--- src/pll_status_regs_pkg.sv ---
package pll_status_regs_pkg;

    // ==========================================================
    // Register map
    // ==========================================================
    localparam int ADDR_W = 10;
    localparam logic [ADDR_W-1:0] STATUS_ADDR = 10'h1F;
    localparam logic [ADDR_W-1:0] FIRST_OUT_CTRL_ADDR = 10'hF0;

    // ==========================================================
    // Status register field positions
    // ==========================================================
    localparam int ST_HOLDOVER_BIT = 5;
    localparam int ST_SECOND_REF_SEL_BIT = 4;
    localparam int ST_VCO_THR_BIT = 3;
    localparam int ST_SECOND_REF_THR_BIT = 2;
    localparam int ST_FIRST_REF_THR_BIT = 1;
    localparam int ST_LOCK_BIT = 0;

    // ==========================================================
    // Output control field positions and reset value
    // ==========================================================
    localparam int OC_FORMAT_BIT = 7;
    localparam int OC_LEG_EN_HI = 6;
    localparam int OC_LEG_EN_LO = 5;
    localparam int OC_POL_HI = 4;
    localparam int OC_POL_LO = 3;
    localparam int OC_SWING_HI = 2;
    localparam int OC_SWING_LO = 1;
    localparam int OC_PDOWN_BIT = 0;
    localparam logic [7:0] FIRST_OUT_CTRL_RESET = 8'h62;
    localparam logic [7:0] STATUS_RESET = 8'h00;

    // Live status sources as they arrive at the block.
    typedef struct packed {
        logic holdoverActive;
        logic secondRefSelected;
        logic vcoAboveThreshold;
        logic secondRefAboveThreshold;
        logic firstRefAboveThreshold;
        logic digitalLock;
    } status_src_s;

    // Decoded drive controls for the first clock output.
    typedef struct packed {
        logic singleEnded;
        logic diffEnable;
        logic [1:0] diffSwing;
        logic legAEnable;
        logic legBEnable;
        logic legAInvert;
        logic legBInvert;
    } out_ctrl_s;

    // Output formats selected by the format bit.
    typedef enum logic [0:0] {
        FMT_DIFF = 1'b0,
        FMT_SINGLE = 1'b1
    } out_format_e;

endpackage

--- src/pll_status_and_output_format_regs.sv ---
`timescale 1ns/1ps
module pll_status_and_output_format_regs
    import pll_status_regs_pkg::*;
(
    // Clock and reset
    input wire logic clk,
    input wire logic srst,
    // Register access from the serial control port
    input wire logic [ADDR_W-1:0] regAddr,
    input wire logic regWrite,
    input wire logic regRead,
    input wire logic [7:0] regWrData,
    output logic [7:0] regRdData,
    output logic regRdValid,
    // Status sources from the PLL and monitors
    input wire status_src_s statusIn,
    // Decoded controls for the first clock output
    output out_ctrl_s outCtrl
);

    // ==========================================================
    // Status synchronisers
    // ==========================================================
    // The sources come from other clock domains, so each passes two flops.
    status_src_s statusMeta;
    status_src_s statusSync;

    always_ff @(posedge clk) begin
        if (srst) begin
            statusMeta <= '0;
            statusSync <= '0;
        end else begin
            statusMeta <= statusIn;
            statusSync <= statusMeta;
        end
    end

    logic [7:0] statusWord;

    always_comb begin
        statusWord = STATUS_RESET;
        statusWord[ST_HOLDOVER_BIT] = statusSync.holdoverActive;
        statusWord[ST_SECOND_REF_SEL_BIT] = statusSync.secondRefSelected;
        statusWord[ST_VCO_THR_BIT] = statusSync.vcoAboveThreshold;
        statusWord[ST_SECOND_REF_THR_BIT] = statusSync.secondRefAboveThreshold;
        statusWord[ST_FIRST_REF_THR_BIT] = statusSync.firstRefAboveThreshold;
        statusWord[ST_LOCK_BIT] = statusSync.digitalLock;
    end

    // ==========================================================
    // Output control register
    // ==========================================================
    logic [7:0] firstOutCtrl;

    always_ff @(posedge clk) begin
        if (srst) begin
            firstOutCtrl <= FIRST_OUT_CTRL_RESET;
        end else if (regWrite && regAddr == FIRST_OUT_CTRL_ADDR) begin
            firstOutCtrl <= regWrData;
        end
    end

    // ==========================================================
    // Read port
    // ==========================================================
    // Writes to the status address fall through here and change nothing.
    always_ff @(posedge clk) begin
        if (srst) begin
            regRdData <= 8'h00;
            regRdValid <= 1'b0;
        end else begin
            regRdValid <= regRead;
            if (!regRead) begin
                regRdData <= 8'h00;
            end else if (regAddr == STATUS_ADDR) begin
                regRdData <= statusWord;
            end else if (regAddr == FIRST_OUT_CTRL_ADDR) begin
                regRdData <= firstOutCtrl;
            end else begin
                regRdData <= 8'h00;
            end
        end
    end

    // ==========================================================
    // Output driver decode
    // ==========================================================
    out_ctrl_s next_outCtrl;
    out_format_e fmt;
    logic [1:0] pol;
    logic [1:0] legEn;

    always_comb begin
        fmt = out_format_e'(firstOutCtrl[OC_FORMAT_BIT]);
        pol = firstOutCtrl[OC_POL_HI:OC_POL_LO];
        legEn = firstOutCtrl[OC_LEG_EN_HI:OC_LEG_EN_LO];
        next_outCtrl = '0;
        next_outCtrl.singleEnded = (fmt == FMT_SINGLE);
        next_outCtrl.diffSwing = firstOutCtrl[OC_SWING_HI:OC_SWING_LO];
        case (fmt)
            FMT_SINGLE: begin
                next_outCtrl.legAEnable = legEn[0];
                next_outCtrl.legBEnable = legEn[1];
                case (pol)
                    2'b00: begin
                        next_outCtrl.legAInvert = 1'b0;
                        next_outCtrl.legBInvert = 1'b0;
                    end
                    2'b01: begin
                        next_outCtrl.legAInvert = 1'b1;
                        next_outCtrl.legBInvert = 1'b1;
                    end
                    2'b10: begin
                        next_outCtrl.legAInvert = 1'b0;
                        next_outCtrl.legBInvert = 1'b1;
                    end
                    default: begin
                        next_outCtrl.legAInvert = 1'b1;
                        next_outCtrl.legBInvert = 1'b0;
                    end
                endcase
            end
            default: begin
                // The differential pair is complementary; bit 3 swaps it.
                next_outCtrl.diffEnable = !firstOutCtrl[OC_PDOWN_BIT];
                next_outCtrl.legAInvert = pol[0];
                next_outCtrl.legBInvert = !pol[0];
            end
        endcase
    end

    always_ff @(posedge clk) begin
        if (srst) begin
            outCtrl <= '0;
        end else begin
            outCtrl <= next_outCtrl;
        end
    end
endmodule

--- config.mk ---
export PLATFORM = sky130hd
export DESIGN_NAME = pll_status_and_output_format_regs
export DESIGN_NICKNAME = d
export VERILOG_FILES = /design/src/pll_status_regs_pkg.sv /design/src/pll_status_and_output_format_regs.sv
export SDC_FILE = /design/constraint.sdc
export NUM_CORES = 1
export LEC_CHECK = 0
export BUFFER_PORTS_ARGS = -buffer_cell sky130_fd_sc_hd__buf_2
export CAP_MARGIN = 30
export CORE_MARGIN = 2
export CORE_UTILIZATION = 47
export DETAILED_ROUTE_END_ITERATION = 6
export PLACE_DENSITY = 0.76
export RECOVER_POWER = 50
export SLEW_MARGIN = 30
export SYNTH_ARGS = -nofsm -noshare
export SYNTH_HDL_FRONTEND = slang
export SYNTH_SLANG_ARGS = --single-unit
--- constraint.sdc ---
create_clock -name clk -period 1.7 [get_ports clk]
set_input_delay 0.17 -clock clk [delete_from_list [all_inputs] [get_ports clk]]
set_output_delay 0.17 -clock clk [all_outputs]
set_load 0.02 [all_outputs]
==> metrics.md <==
| Metric | Value |
|---|---|
| Max-slew violations | 0 |
| Vias in the first global route | 885 |
| Diodes inserted | 0 |
| Initial DRC Count | 15 |
| Post-synthesis net count | 137 |
| DIE AREA | 3110 um^2 |
| CTS tree | done |
| Via density | 4.77 |
| Share of layout cells above drive strength 1 | 34.0% |
| Most frequent cells in the layout | dfxtp_1, buf_2, nor2b_1 |
| Syn_area_per_cell | 11.8 um^2 |
| Num rows | 18 |
| GPL Wtd Cong | 0.723 |
| Hold slack | 0.0272 ns |
| Sequential area share after synthesis | 58.8% |
| Final core utilization | 63.2% |
| Synth Register Bits | 37 |
| Post-DRT Antenna Nets | 0 |
| Largest net degree at the start of global routing | 33 |
| Worst-path fanout max | 6 |
| P per Cell Area | 908 nW/um^2 |
| Status | complete, no violations |
| Remaining global-route overflow | 0 |
| Die Height | 55.8 um |
| First-pass GRT wire length | 3770 um |
| Hold/Removal Path Class | primary input to flop |
| Final setup violation count | 0 |
| Mapped Area | 1260 um^2 |
| CTS Buf Count | 5 |
| Total number of vias | 901 |
| CTS max path bufs | 2 |
| Highest Clock Rate | 0.837 GHz |
| CTS Hold Bufs | 0 |
| Yosys top cell by area | dfxtp_1 |
| Crit. End Element | flop |
| Clock sinks | 37 |
| Critical path required time | 1.97 ns |
| Final routed DRC violation total | 0 |
| Final nets | 189 |
| Actual slew at the worst max-slew pin | 0.343 ns |
| IO buf count | 44 |
| Most common cell after layout, fill and taps aside | dfxtp_1 |
| Mapped Cells | 107 |
| Average wire per cell in the routed design | 11.9 um |
| WS Path Type | primary input to flop |
| Core area | 2500 um^2 |
| GRT Overall Usage | 15.8% |
| DP Wirelength | 1680 um |
| Synth warnings | 0 |
| Leak | 0.683 nW |
| Clock transition at path regs | 0.10 ns |
| Top Ports | 45 |
| Post-CTS resize count | 0 |
| Initial Util | 50.4% |
| Synth cell types | 21 |
| Final period util | 70.3% |
| Clk_lat worst skew | 0.34 ns |
| Routed wire length | 2240 um |
| Post-synth top area share | 58.8% |
| Max_cap viols | 0 |
| Worst Path Arrival | 1.47 ns |
| TNS Setup | 0 ns |
| Relative slew margins | 77.0% |
| Die X | 55.8 um |
| Maximum vdd drop | 0.000712 V |
| Final Hold Fails | 0 |
| Final worst path period need | 1.20 ns |
| First-pass DRT Iterations | 4 |
| R2R setup slack | 0.67 ns |
| DP Worst Slack | 0.158 ns |
| Final WS setup | 0.505 ns |
| Ranking of synthesized cells by area | dfxtp_1, nor2b_1, mux2i_1 |
| H-tree level count | 2 |
| Synth-to-Final Area Change | 25.5% |
| Setup crit start kind | primary input |
| Setup Buffers After CTS | 0 |
| Clock Skew | 0.00535 ns |
| Root Driver | clkbuf_4 |
| RSZ-0062 raised after global routing | no |
| Antenna violations before repair | 0 |
## final cells by class
class | instances | area (um^2)
Clock buffer | 7 | 55.1
Fill cell | 216 | 920
Inverter | 3 | 12.5
Multi-Input combinational cell | 64 | 494
Sequential cell | 37 | 741
Tap cell | 30 | 37.5
Timing Repair Buffer | 48 | 240
## report_power, final
group	internal [mW]	switching, mW
logic	0.0448	0.0413
clock network	0.195	0.265
registers	0.884	0.00456
total	1.12	0.311
## cell usage after synthesis (all sizes together)
library cell and instances:
nor2b 18, nand4bb 1, clkinvlp 1, nand4b 1, mux2i 6, a22o 6
nor3 1, nand2b 7, and2 4, a211oi 2, nor4 3, ha 2
dfxtp 37, mux2 2, nor2 8, inv 2, clkbuf 3, or3b 3
## path summary, 6_finish.rpt
kind	from	cells past startpoint	endpoint
setup / recovery	regAddr[1]	5	firstOutCtrl[1]
hold / removal	statusIn[4]	2	statusMeta[4]
setup reg to reg	firstOutCtrl[4]	3	outCtrl[0]
hold reg to reg	statusMeta[3]	1	statusSync[3]
## flip-flops by register name, summed over array words and instances (netlist names)
| name | cells |
|---|---|
| firstOutCtrl | 8 |
| regRdData | 8 |
| statusSync | 6 |
| outCtrl | 8 |
| regRdValid | 1 |
| statusMeta | 6 |
## worst max-delay path, cell delays in order
cell,delay (ns)
buf_2,0.11
or3b_4,0.41
nor4_4,0.34
buf_4,0.24
mux2i_1,0.20
## kinds of logic (layout without fill, tap and decap cells)
family | Yosys count | after routing | synth area share, %
buffers and inverters | 6 | 58 | 1.89
and+or+nand+nor | 46 | 46 | 24.8
AOI/OAI and AO/OA | 8 | 8 | 5.37
adders and majority gates | 2 | 2 | 1.99
muxes | 8 | 8 | 7.16
DFF | 37 | 37 | 58.8
## per-layer routing
layer	wire length, um	GRT usage [%]	up-vias
met4	46	6.27	0
met5	0	0	-
li1	-	-	461
met1	999	17.9	404
met2	1050	26.4	29
met3	150	6.51	7
## per-stage QoR
step                      cells  power, mW  cell area, um^2
after CTS                   189       1.45             1590
after global routing        189       1.49             1580
after global placement      182      0.993             1540
final                       189       1.44             1580
after detailed placement    182      0.997             1540
after floorplan             107      0.952             1260
Note: power is estimated with default switching activity, not from simulation.
